--- src/dmlc_pkg.sv ---
package dmlc_pkg;
   localparam int DMLC_DATA_W = 8;
   localparam int DMLC_COL_W = 7;
   localparam int DMLC_PAGE_W = 2;
   localparam int DMLC_LINE_W = 5;
   localparam int DMLC_FIFO_DEPTH = 16;
   localparam int DMLC_RAM_WORDS = 512;
   localparam int DMLC_RAM_AW = 9;
   // column increment saturates here
   localparam logic [6:0] DMLC_COL_MAX = 7'h50;
   localparam logic [1:0] DMLC_PAGE_RESET = 2'h3;
   localparam logic [4:0] DMLC_LINE_RESET = 5'h00;
   localparam logic [6:0] DMLC_COL_RESET = 7'h00;
   // command codes
   localparam logic [7:0] DMLC_CMD_DISP_OFF = 8'hae;
   localparam logic [7:0] DMLC_CMD_DISP_ON = 8'haf;
   localparam logic [7:0] DMLC_CMD_SEG_FWD = 8'ha0;
   localparam logic [7:0] DMLC_CMD_SEG_REV = 8'ha1;
   localparam logic [7:0] DMLC_CMD_STATIC_OFF = 8'ha4;
   localparam logic [7:0] DMLC_CMD_STATIC_ON = 8'ha5;
   localparam logic [7:0] DMLC_CMD_DUTY_16 = 8'ha8;
   localparam logic [7:0] DMLC_CMD_DUTY_32 = 8'ha9;
   localparam logic [7:0] DMLC_CMD_RMW = 8'he0;
   localparam logic [7:0] DMLC_CMD_END = 8'hee;
   localparam logic [7:0] DMLC_CMD_RESET = 8'he2;
   localparam logic [7:0] DMLC_PAGE_MASK = 8'hfc;
   localparam logic [7:0] DMLC_PAGE_CODE = 8'hb8;
   localparam logic [7:0] DMLC_LINE_MASK = 8'he0;
   localparam logic [7:0] DMLC_LINE_CODE = 8'hc0;
   // status bit positions
   localparam int DMLC_ST_BUSY = 7;
   localparam int DMLC_ST_SEG = 6;
   localparam int DMLC_ST_OFF = 5;
   localparam int DMLC_ST_RST = 4;
   // busy / reset-cycle timing
   localparam int DMLC_CLK_MHZ = 25;
   localparam int DMLC_RESET_NS = 1000;
   localparam int DMLC_RESET_CYC = (DMLC_RESET_NS * DMLC_CLK_MHZ + 999) / 1000;
   localparam int DMLC_CNT_W = 6;
endpackage : dmlc_pkg

--- src/dmlc_decoder.sv ---
`timescale 1ns/1ps
`default_nettype none
// Overview of operation
// (RULE1) page set selects access page only
// (RULE2) top bit zero loads column address
// (RULE3) column increment saturates at 50H
// (RULE4) status byte: busy, direction, off, reset
// (RULE5) busy during reset; instructions refused
// (RULE6) direction status one means forward
// (RULE7) off status inverts display command bit
// (RULE8) reset status high while initializing
// (RULE9) data write stores byte, increments column
// (RULE10) data read returns byte, increments column
// (RULE11) host discards first read after column set; the testbench host checks that first read as data
// (RULE12) direction command low bit selects order
// (RULE13) static drive forces all dots on
// (RULE14) duty bit selects 1/16 or 1/32
// (RULE15) modify mode: reads keep column fixed
// (RULE16) end command restores saved column
// (RULE17) host avoids column set in modify mode
// (RULE18) reset command: line first, page three
// (RULE19) display off plus static means power save
// (RULE20) display on or static off exits
// (RULE21) power save output cuts bias current
// (RULE22) host uses reset pin at power on
// (RULE23) display on/off command bit
// (RULE24) start line command loads five bits
// (RULE25) instruction decode on write, others ignored
module dmlc_decoder
   import dmlc_pkg::*;
(
   input wire logic clk_sys_in,
   input wire logic rst_in,
   input wire logic cmd_data_select_in,
   input wire logic rd_n_in,
   input wire logic wr_n_in,
   input wire logic [7:0] data_in,
   output logic [7:0] data_out,
   output logic data_oe_out,
   output logic [4:0] start_line_out,
   output logic [1:0] page_out,
   output logic [6:0] column_out,
   output logic seg_reverse_out,
   output logic static_drive_out,
   output logic display_on_out,
   output logic duty_32_out,
   output logic power_save_out,
   output logic busy_out,
   output logic [7:0] wr_data_out,
   output logic wr_valid_out,
   input wire logic wr_ready_in
);
   typedef enum logic [2:0]
   {
      ST_RESET = 3'h1,
      ST_IDLE = 3'h2,
      ST_HOLD = 3'h4
   } dmlc_state_e;
   typedef struct packed {
      dmlc_state_e state;
      logic [DMLC_CNT_W-1:0] cnt;
      logic [2:0] a0_s1;
      logic [2:0] a0_s2;
      logic [2:0] prev;
      logic [7:0] db_s1;
      logic [7:0] db_s2;
      logic [4:0] line;
      logic [1:0] page;
      logic [6:0] col;
      logic [6:0] col_save;
      logic rmw;
      logic seg_rev;
      logic stat;
      logic disp_on;
      logic duty32;
      logic rst_flag;
      logic [7:0] dout;
      logic oe;
   } dmlc_dec_s;
   dmlc_dec_s st_r;
   dmlc_dec_s st_nxt;
   logic fifo_in_valid;
   logic fifo_in_ready;
   // each queue entry carries its own ram address beside the byte
   logic [DMLC_DATA_W+DMLC_RAM_AW-1:0] fifo_in_data;
   logic fifo_out_valid;
   logic fifo_out_ready;
   logic [DMLC_DATA_W+DMLC_RAM_AW-1:0] fifo_out_data;
   logic ram_we;
   logic [DMLC_RAM_AW-1:0] ram_wa;
   logic [DMLC_RAM_AW-1:0] ram_ra;
   logic [7:0] ram_rd_r;
   logic [7:0] ram [DMLC_RAM_WORDS];
   logic wr_strobe;
   logic rd_strobe;
   logic sel;
   logic [7:0] cmd;
   logic [7:0] status;
   logic [6:0] col_inc;
   function automatic logic [6:0] dmlc_inc(input logic [6:0] c);
      dmlc_inc = (c >= DMLC_COL_MAX) ? c : 7'(c + 7'h01); // RULE3
   endfunction : dmlc_inc
   // pins are asynchronous to clk_sys_in, so two stages before use
   assign sel = st_r.a0_s2[0];
   assign cmd = st_r.db_s2;
   // strobes act on the leading edge of the active-low pulse
   assign wr_strobe = st_r.a0_s2[2] && !st_r.prev[2];
   assign rd_strobe = st_r.a0_s2[1] && !st_r.prev[1];
   assign col_inc = dmlc_inc(st_r.col);
   assign busy_out = (st_r.state != ST_IDLE) || !fifo_in_ready; // RULE5
   assign status = {busy_out, !st_r.seg_rev, !st_r.disp_on, st_r.rst_flag, 4'h0}; // RULE4 RULE6 RULE7 RULE8
   assign power_save_out = !st_r.disp_on && st_r.stat; // RULE19 RULE21
   // data bytes queue toward the ram port; a full queue holds the decoder busy
   assign fifo_in_valid = (st_r.state == ST_IDLE) && wr_strobe && sel;
   assign fifo_in_data = {st_r.page, st_r.col, cmd};
   // a stalled ram port keeps the head in the queue
   assign fifo_out_ready = wr_ready_in;
   assign wr_valid_out = fifo_out_valid;
   assign wr_data_out = fifo_out_data[DMLC_DATA_W-1:0];
   assign ram_we = fifo_out_valid && wr_ready_in;
   assign ram_wa = fifo_out_data[DMLC_DATA_W+DMLC_RAM_AW-1:DMLC_DATA_W];
   assign ram_ra = {st_r.page, st_r.col};
   always_comb
   begin
      st_nxt = st_r;
      st_nxt.a0_s1 = {!wr_n_in, !rd_n_in, cmd_data_select_in};
      st_nxt.a0_s2 = st_r.a0_s1;
      st_nxt.prev = st_r.a0_s2;
      st_nxt.db_s1 = data_in;
      st_nxt.db_s2 = st_r.db_s1;
      st_nxt.oe = st_r.a0_s2[1];
      if (st_r.a0_s2[1] && !st_r.prev[1])
      begin
         st_nxt.dout = sel ? ram_rd_r : status;
      end
      unique case (st_r.state)
         ST_RESET:
         begin
            st_nxt.rst_flag = 1'b1; // RULE8
            if (st_r.cnt == DMLC_CNT_W'(DMLC_RESET_CYC - 1))
            begin
               st_nxt.state = ST_IDLE;
               st_nxt.rst_flag = 1'b0;
               st_nxt.cnt = '0;
            end
            else
            begin
               st_nxt.cnt = st_r.cnt + 1'b1;
            end
         end
         ST_HOLD:
         begin
            if (fifo_in_ready)
            begin
               st_nxt.state = ST_IDLE;
            end
         end
         ST_IDLE:
         begin
            if (wr_strobe && !sel) // RULE25
            begin
               if (!cmd[7])
               begin
                  st_nxt.col = cmd[6:0]; // RULE2
               end
               else if ((cmd & DMLC_PAGE_MASK) == DMLC_PAGE_CODE)
               begin
                  st_nxt.page = cmd[1:0]; // RULE1
               end
               else if ((cmd & DMLC_LINE_MASK) == DMLC_LINE_CODE)
               begin
                  st_nxt.line = cmd[4:0]; // RULE24
               end
               else
               begin
                  unique case (cmd)
                     DMLC_CMD_DISP_OFF: st_nxt.disp_on = 1'b0; // RULE23
                     DMLC_CMD_DISP_ON: st_nxt.disp_on = 1'b1; // RULE23 RULE20
                     DMLC_CMD_SEG_FWD: st_nxt.seg_rev = 1'b0; // RULE12
                     DMLC_CMD_SEG_REV: st_nxt.seg_rev = 1'b1; // RULE12
                     DMLC_CMD_STATIC_OFF: st_nxt.stat = 1'b0; // RULE13 RULE20
                     DMLC_CMD_STATIC_ON: st_nxt.stat = 1'b1; // RULE13
                     DMLC_CMD_DUTY_16: st_nxt.duty32 = 1'b0; // RULE14
                     DMLC_CMD_DUTY_32: st_nxt.duty32 = 1'b1; // RULE14
                     DMLC_CMD_RMW:
                     begin
                        st_nxt.rmw = 1'b1; // RULE15
                        st_nxt.col_save = st_r.col;
                     end
                     DMLC_CMD_END:
                     begin
                        if (st_r.rmw)
                        begin
                           st_nxt.col = st_r.col_save; // RULE16
                        end
                        st_nxt.rmw = 1'b0; // RULE16
                     end
                     DMLC_CMD_RESET:
                     begin
                        st_nxt.line = DMLC_LINE_RESET; // RULE18
                        st_nxt.page = DMLC_PAGE_RESET; // RULE18
                        st_nxt.state = ST_RESET; // RULE8
                        st_nxt.cnt = '0;
                     end
                     default:
                     begin
                     end
                  endcase
               end
            end
            else if (wr_strobe && sel)
            begin
               st_nxt.col = col_inc; // RULE9 RULE3
               if (!fifo_in_ready)
               begin
                  st_nxt.state = ST_HOLD;
               end
            end
            else if (rd_strobe && sel && !st_r.rmw)
            begin
               st_nxt.col = col_inc; // RULE10 RULE15
            end
         end
         default:
         begin
            st_nxt.state = ST_RESET;
         end
      endcase
   end
   always_ff @(posedge clk_sys_in)
   begin
      if (rst_in)
      begin
         st_r <= '0;
         st_r.state <= ST_RESET;
         st_r.a0_s1 <= 3'h1;
         st_r.a0_s2 <= 3'h1;
         st_r.prev <= 3'h1;
         st_r.line <= DMLC_LINE_RESET;
         st_r.page <= DMLC_PAGE_RESET;
         st_r.col <= DMLC_COL_RESET;
         st_r.rst_flag <= 1'b1;
      end
      else
      begin
         st_r <= st_nxt;
      end
   end
   always_ff @(posedge clk_sys_in)
   begin
      if (ram_we)
      begin
         ram[ram_wa] <= fifo_out_data[DMLC_DATA_W-1:0]; // RULE9
      end
      ram_rd_r <= ram[ram_ra]; // RULE10
   end
   dmlc_fifo #(.WIDTH(DMLC_DATA_W + DMLC_RAM_AW), .DEPTH(DMLC_FIFO_DEPTH)) u_fifo
   (
      .clk_sys_in(clk_sys_in),
      .rst_in(rst_in),
      .in_valid_in(fifo_in_valid),
      .in_ready_out(fifo_in_ready),
      .in_data_in(fifo_in_data),
      .out_valid_out(fifo_out_valid),
      .out_ready_in(fifo_out_ready),
      .out_data_out(fifo_out_data)
   );
   assign data_out = st_r.dout;
   assign data_oe_out = st_r.oe;
   assign start_line_out = st_r.line;
   assign page_out = st_r.page;
   assign column_out = st_r.col;
   assign seg_reverse_out = st_r.seg_rev;
   assign static_drive_out = st_r.stat;
   assign display_on_out = st_r.disp_on;
   assign duty_32_out = st_r.duty32;
endmodule : dmlc_decoder
`default_nettype wire

--- src/dmlc_fifo.sv ---
`timescale 1ns/1ps
`default_nettype none
module dmlc_fifo
#(
   parameter int WIDTH = 8,
   parameter int DEPTH = 16
)
(
   input wire logic clk_sys_in,
   input wire logic rst_in,
   input wire logic in_valid_in,
   output logic in_ready_out,
   input wire logic [WIDTH-1:0] in_data_in,
   output logic out_valid_out,
   input wire logic out_ready_in,
   output logic [WIDTH-1:0] out_data_out
);
   localparam int AW = $clog2(DEPTH);
   typedef struct packed {
      logic [AW:0] wp;
      logic [AW:0] rp;
   } dmlc_fifo_s;
   dmlc_fifo_s st_r;
   dmlc_fifo_s st_nxt;
   logic [WIDTH-1:0] mem_r [DEPTH];
   logic full;
   logic empty;
   logic push;
   logic pop;
   assign full = (st_r.wp[AW] != st_r.rp[AW]) && (st_r.wp[AW-1:0] == st_r.rp[AW-1:0]);
   assign empty = st_r.wp == st_r.rp;
   assign in_ready_out = !full;
   assign out_valid_out = !empty;
   assign push = in_valid_in && !full;
   assign pop = out_ready_in && !empty;
   assign out_data_out = mem_r[st_r.rp[AW-1:0]];
   always_comb
   begin
      st_nxt = st_r;
      if (push)
      begin
         st_nxt.wp = st_r.wp + 1'b1;
      end
      if (pop)
      begin
         st_nxt.rp = st_r.rp + 1'b1;
      end
   end
   always_ff @(posedge clk_sys_in)
   begin
      if (rst_in)
      begin
         st_r <= '0;
      end
      else
      begin
         st_r <= st_nxt;
      end
      if (push)
      begin
         mem_r[st_r.wp[AW-1:0]] <= in_data_in;
      end
   end
endmodule : dmlc_fifo
`default_nettype wire

--- config.mk ---
export PLATFORM = sky130hd
export DESIGN_NAME = dmlc_decoder
export DESIGN_NICKNAME = d
export VERILOG_FILES = /design/src/dmlc_pkg.sv /design/src/dmlc_decoder.sv /design/src/dmlc_fifo.sv
export SDC_FILE = /design/constraint.sdc
export NUM_CORES = 2
export LEC_CHECK = 0
export CAP_MARGIN = 5
export CORE_AREA = 2 2 469 936
export CTS_CLUSTER_SIZE = 30
export DETAILED_ROUTE_END_ITERATION = 6
export DIE_AREA = 0 0 471 938
export DONT_BUFFER_PORTS = 1
export PLACE_DENSITY = 0.65
export SYNTH_ARGS = -nofsm -noshare
export SYNTH_HDL_FRONTEND = slang
export SYNTH_MEMORY_MAX_BITS = 65536
export SYNTH_SLANG_ARGS = --single-unit
--- constraint.sdc ---
create_clock -name clk_sys_in -period 8.6 [get_ports clk_sys_in]
set_input_delay 1.29 -clock clk_sys_in [delete_from_list [all_inputs] [get_ports clk_sys_in]]
set_output_delay 1.29 -clock clk_sys_in [all_outputs]
set_load 0.02 [all_outputs]
# Word-level counts from Yosys, hierarchy flattened

Memory sizes are Yosys's and may differ from the RTL's. A register that Yosys moved wholly into a read port is not among the register bits.
Cells that the tools add are included.

Register bits after elaboration: 80
Memory bits (writable): 4368
Input bits: 14
Logic and storage cells: 151
Memories kept: 2

Add/subtract/negate cells: 4
$lt $le $gt $ge: 1
Equality and inequality tests: 39
Multiplexer cells: 39
Bitwise gates (word level): 2
Reductions and logical operators: 43

Memory list:

| name         | words | width | read ports | clocked after Yosys merged registers in | write ports | RTL line           | RTL |
|---|---|---|---|---|---|---|---|
| ram          | 512   | 8     | 1          | 1                                       | 1           | dmlc_decoder.sv:93 | `logic [7:0] ram [DMLC_RAM_WORDS];` |
| u_fifo.mem_r | 16    | 17    | 1          | 1                                       | 1           | dmlc_fifo.sv:25    | `logic [WIDTH-1:0] mem_r [DEPTH];` |

Operator list:

| kind                                                  | count |
|---|---|
| equality test 8 bit, second input constant            | 11 |
| two-way mux 7 bit                                     | 9 |
| AND reduction 6 bit                                   | 8 |
| two-way mux 9 bit                                     | 4 |
| two-way mux 21 bit                                    | 1 |
| two-way mux 19 bit                                    | 1 |
| inequality test 3 bit, second input constant          | 6 |
| nonzero test 2 bit                                    | 8 |
| two-way mux 3 bit                                     | 5 |
| logical AND 1 bit                                     | 12 |
| two-way mux 6 bit                                     | 2 |
| inequality test 2 bit, second input constant          | 6 |
| case mux 6 bit (2 select lines)                       | 1 |
| adder 5 x 1 -> 5 bit, second input constant           | 2 |
| logical NOT 1 bit                                     | 10 |
| case mux 1 bit (2 select lines)                       | 5 |
| AND reduction 5 bit                                   | 2 |
| inequality test 3 x 2 -> 1 bit, second input constant | 3 |
| case mux 3 bit (3 select lines)                       | 1 |
| two-way mux 4 bit                                     | 2 |
| two-way mux 8 bit                                     | 1 |
| AND reduction 8 bit                                   | 1 |
| adder 7 x 1 -> 7 bit, second input constant           | 1 |
| >= comparator 7 bit, second input constant            | 1 |
| 17 further kinds                                      | 25 |

# Depth between registers and ports, before layout

Word-level depth: 7
Depth in mapped cells: 14
Gate-level depth less buffers: 7

# By module

From an unflattened synthesis, not the netlist that was laid out.

Cells, all modules: 8441
Area total of the unflattened synthesis: 173515.2 um2

By module, submodules not included:

| module       | instances | cells each | area an instance (um2) |
|---|---|---|---|
| dmlc_decoder | 1         | 7958       | 162395.8 |
| dmlc_fifo    | 1         | 483        | 11119.4 |

# Worst setup path before layout

No wires, ideal clock.

Path kind: register to output
Start point: reg (tool-made name)
End point: out wr_data_out[0]
Arrival: 5.335 ns
Required time: 7.310 ns
Setup slack: 1.975 ns
Cell stages (with the launch flop): 7
Path buffers: 4
Path through: dfxtp_1 buf_6 buf_4 buf_4 buf_1 mux4_2 mux4_2

RTL lines:

| element          | RTL line           | RTL |
|---|---|---|
| end: declaration | dmlc_decoder.sv:49 | `output logic [7:0] wr_data_out,` |

==> impl_metrics.toml <==
[global_route]
grt_remaining_overflow = 0
grt_use_total = 0.215
met1_usage = 0.290
grt_max_degree = 219
met2_usage = 0.339
grt_pass1_wl_um = 677000
grt_pass1_vias = 85029
antenna_found_initial = 50
grtUsageMet3 = 0.0455
top_usage_layer = "met2"

[yosys]
ys_top_cells_by_area = "edfxtp_1 (76%), mux4_2 (13%), mux2i_1 (1.8%)"
synth_ff_type = "edfxtp_1"
avgSynthCellArea_um2 = 20.9
seq_area_frac_synth = 0.768
synth_seq_cells = 4458
netlist_area_mm2 = 0.173
synth_warnings = 0
yosys-top-cells-count = "edfxtp_1 (4368), mux4_2 (1005), nor2_1 (628), mux2i_1 (316), nand2_1 (195)"
synth-edff-count = 4368
synth_largest_area_cell = "edfxtp_1"
synth_cells = 8274
synthDistinctLibCells = 83
synthesis.nets = 8297
synth_top_area_share = 0.758
synthArstFlopShare = 0
yosysMostFrequentCell = "edfxtp_1"

[timing]
clock.fmax_mhz = 168
final.min_clock_period_ps = 5950
max_slew_margin = 0.0321
slew_violations = 0
finalCritPeriodShare = 0.692
fin_worst_skew_ps = 62.2
rsz0062_at_grt = "false"
hold_violations = 0
fin_tns_setup_ps = 0
finalSetupViolCount = 0
worst_pin_slew_ps = 1420

[die]
start_util = 0.398
dieArea_mm2 = 0.442
num_io_pins = 52
fp.dieH_um = 938
die_w_um = 471
rows = 343
core-area_mm2 = 0.435

[cts]
cts_resized = 0
cts_tree = "yes"
clk_latency_ps = 980
clk_path_buf_depth = 4
clk_pin_slew_ps = 60
clock_sinks = 4458
htreeDepth = 5
root_buffer = "clkbuf_16"
cts_hold_buf = 0
cts_buffers = 412
post_cts_buffers = 0

[critical_path]
crit_arrival_ps = 4660
path_class = "reg -> out"
cpMostUsedCell = "buf_4"
path_cells = "buf_4 > mux4_2 > mux4_4 > buf_4"
worstReg2RegEnd = "ram_rd_r[6]"
r2r_slack_ps = 3110
cp_max_fo = 65
end_kind = "output pin"
timing.rr.start = "column_out[0]"
crit_path_start_kind = "register"
worstSetupEndpoint = "wr_data_out[2]"
max_stage_delay_ps = 1020
cp_slowest_cell = "mux4_4"
reg2regPathDepth = 8
critPathRequiredTime_ps = 7310

[finish]
layout.cells.non_filler = 14438
syn2layout_area_growth_pct = 11.7
layout.nets = 8411
drive_gt1_frac = 0.226

[routing]
dr.pass1.iters = 6
via_count = 87701
drc = 0
drt_iter0_drc = 13087
vias_per_cell = 6.07
final_antenna_net_count = 0
drt_wl_total_um = 487000
route.detailed.wl_per_inst_um = 33.8

[run]
maxCapViolations = 0

[power_and_ir_drop]
p_total_w = 0.0421
powerDensity_mw_per_mm2 = 218
leakage_nw = 58.4
ir_drop_mv = 0.212

[placement]
dp_hpwl_um = 290000
dp_cells = 13666
gp_congestion = 0.864
port_buffers = 0

[worst_hold_path]
whs_path_depth = 1
min_path_type = "in -> reg"

[run_status]
status = "finished clean"
==> registers in the layout, summed over array words and instances, names as in the netlist, 2 cells and up, named ones only <==
signal	flops
cmd	8
column_out	7
data_out	8
page_out	2
ram	4096
ram_rd_r	8
st_nxt	13
st_r	20
start_line_out	5
u_fifo.mem_r	272
u_fifo.st_r	10
==> how the worst min path moves through the flow <==
| stage | endpoint | from |
|---|---|---|
| 6_report | st_nxt[56] | rd_n_in |
| 5_1_grt | st_nxt[56] | rd_n_in |
| 4_1_cts | st_nxt[56] | rd_n_in |
| 3_5_place_dp | sel | st_nxt[55] |
| 3_3_place_gp | sel | st_nxt[55] |
| 2_1_floorplan | sel | st_nxt[55] |
==> critical path, delay by kind of cell, from the launching register on <==
kind / cells / cell delay (ps)
buf+inv: 2 / 1080
flops: 1 / 850
mux: 2 / 1610
==> where the power goes <==
group / leakage (nW) / switching (W) / internal [W]
sequential: 41.2 / 0.0000131 / 0.0235
combinational: 10.6 / 0.0000159 / 0.00000866
clock: 6.61 / 0.00793 / 0.0107
total: 58.4 / 0.00796 / 0.0341
==> cells in the final DEF, fill, tap and decap left out, types with 20 or more instances in the layout <==
cell type / netlist / final
nor2_2: 18 / 31
nand4_1: 20 / 20
mux4_2: 1005 / 997
and2_1: 22 / 20
a21oi_1: 162 / 162
a22oi_1: 158 / 158
a22o_1: 21 / 21
clkinv_1: 3 / 77
o22ai_1: 36 / 36
o221ai_1: 37 / 37
buf_12: 2 / 34
nand2_1: 195 / 183
dfxtp_1: 90 / 79
diode_2: 0 / 23
o21ai_0: 83 / 83
nor3_1: 31 / 25
clkbuf_1: 180 / 80
a31oi_1: 29 / 29
mux2_2: 31 / 31
nor2_1: 628 / 612
buf_4: 81 / 194
o211ai_1: 26 / 26
mux2i_1: 316 / 316
bufinv_16: 0 / 55
a221oi_1: 79 / 79
edfxtp_1: 4368 / 4368
clkbuf_16: 0 / 422
nand2b_1: 23 / 23
nor2b_1: 45 / 38
clkinv_2: 0 / 77
nand3_1: 63 / 62
==> logic make-up (layout without fill, tap and decap cells) <==
| logic type | after synthesis | in the layout | synth area share |
|---|---|---|---|
| AO/OA/AOI/OAI | 750 | 750 | 0.0303 |
| XOR/XNOR | 18 | 18 | 0.000911 |
| adder cells (fa/ha/maj) | 9 | 9 | 0.000651 |
| buffers and inverters | 548 | 997 | 0.0174 |
| flip-flops | 4458 | 4458 | 0.768 |
| multiplexers | 1371 | 1371 | 0.154 |
| other | 0 | 23 | 0 |
| AND/OR/NAND/NOR | 1120 | 1120 | 0.0286 |
==> final cells by class <==
| class | count | area (µm²) |
|---|---|---|
| Multi-Input combinational cell | 3268 | 37400 |
| Clock inverter | 243 | 2620 |
| Antenna cell | 23 | 57.6 |
| Tap cell | 5692 | 7120 |
| Clock buffer | 506 | 10900 |
| Sequential cell | 4458 | 133000 |
| Timing Repair Buffer | 230 | 2170 |
| Inverter | 18 | 82.6 |
| Fill cell | 36259 | 242000 |
==> stage by stage <==
step	setup WS, ps	hold slack [ps]	area (µm²)	util
6_report	2650	412	193000	0.444
5_1_grt	2430	378	193000	0.444
4_1_cts	2560	375	193000	0.444
3_5_place_dp	3200	413	180000	0.413
3_3_place_gp	3010	399	180000	0.413
2_1_floorplan	1980	389	173000	-
==> layer usage <==
| metal | wire length (µm) | share of wire | up-vias |
|---|---|---|---|
| met2 | 231000 | 0.47 | 5604 |
| met1 | 180000 | 0.37 | 46468 |
| met4 | 24600 | 0.051 | 16 |
| li1 | - | - | 34638 |
| met3 | 52100 | 0.11 | 975 |
| met5 | 119 | 0.00024 | - |
Power figures use the tool's default switching activity.
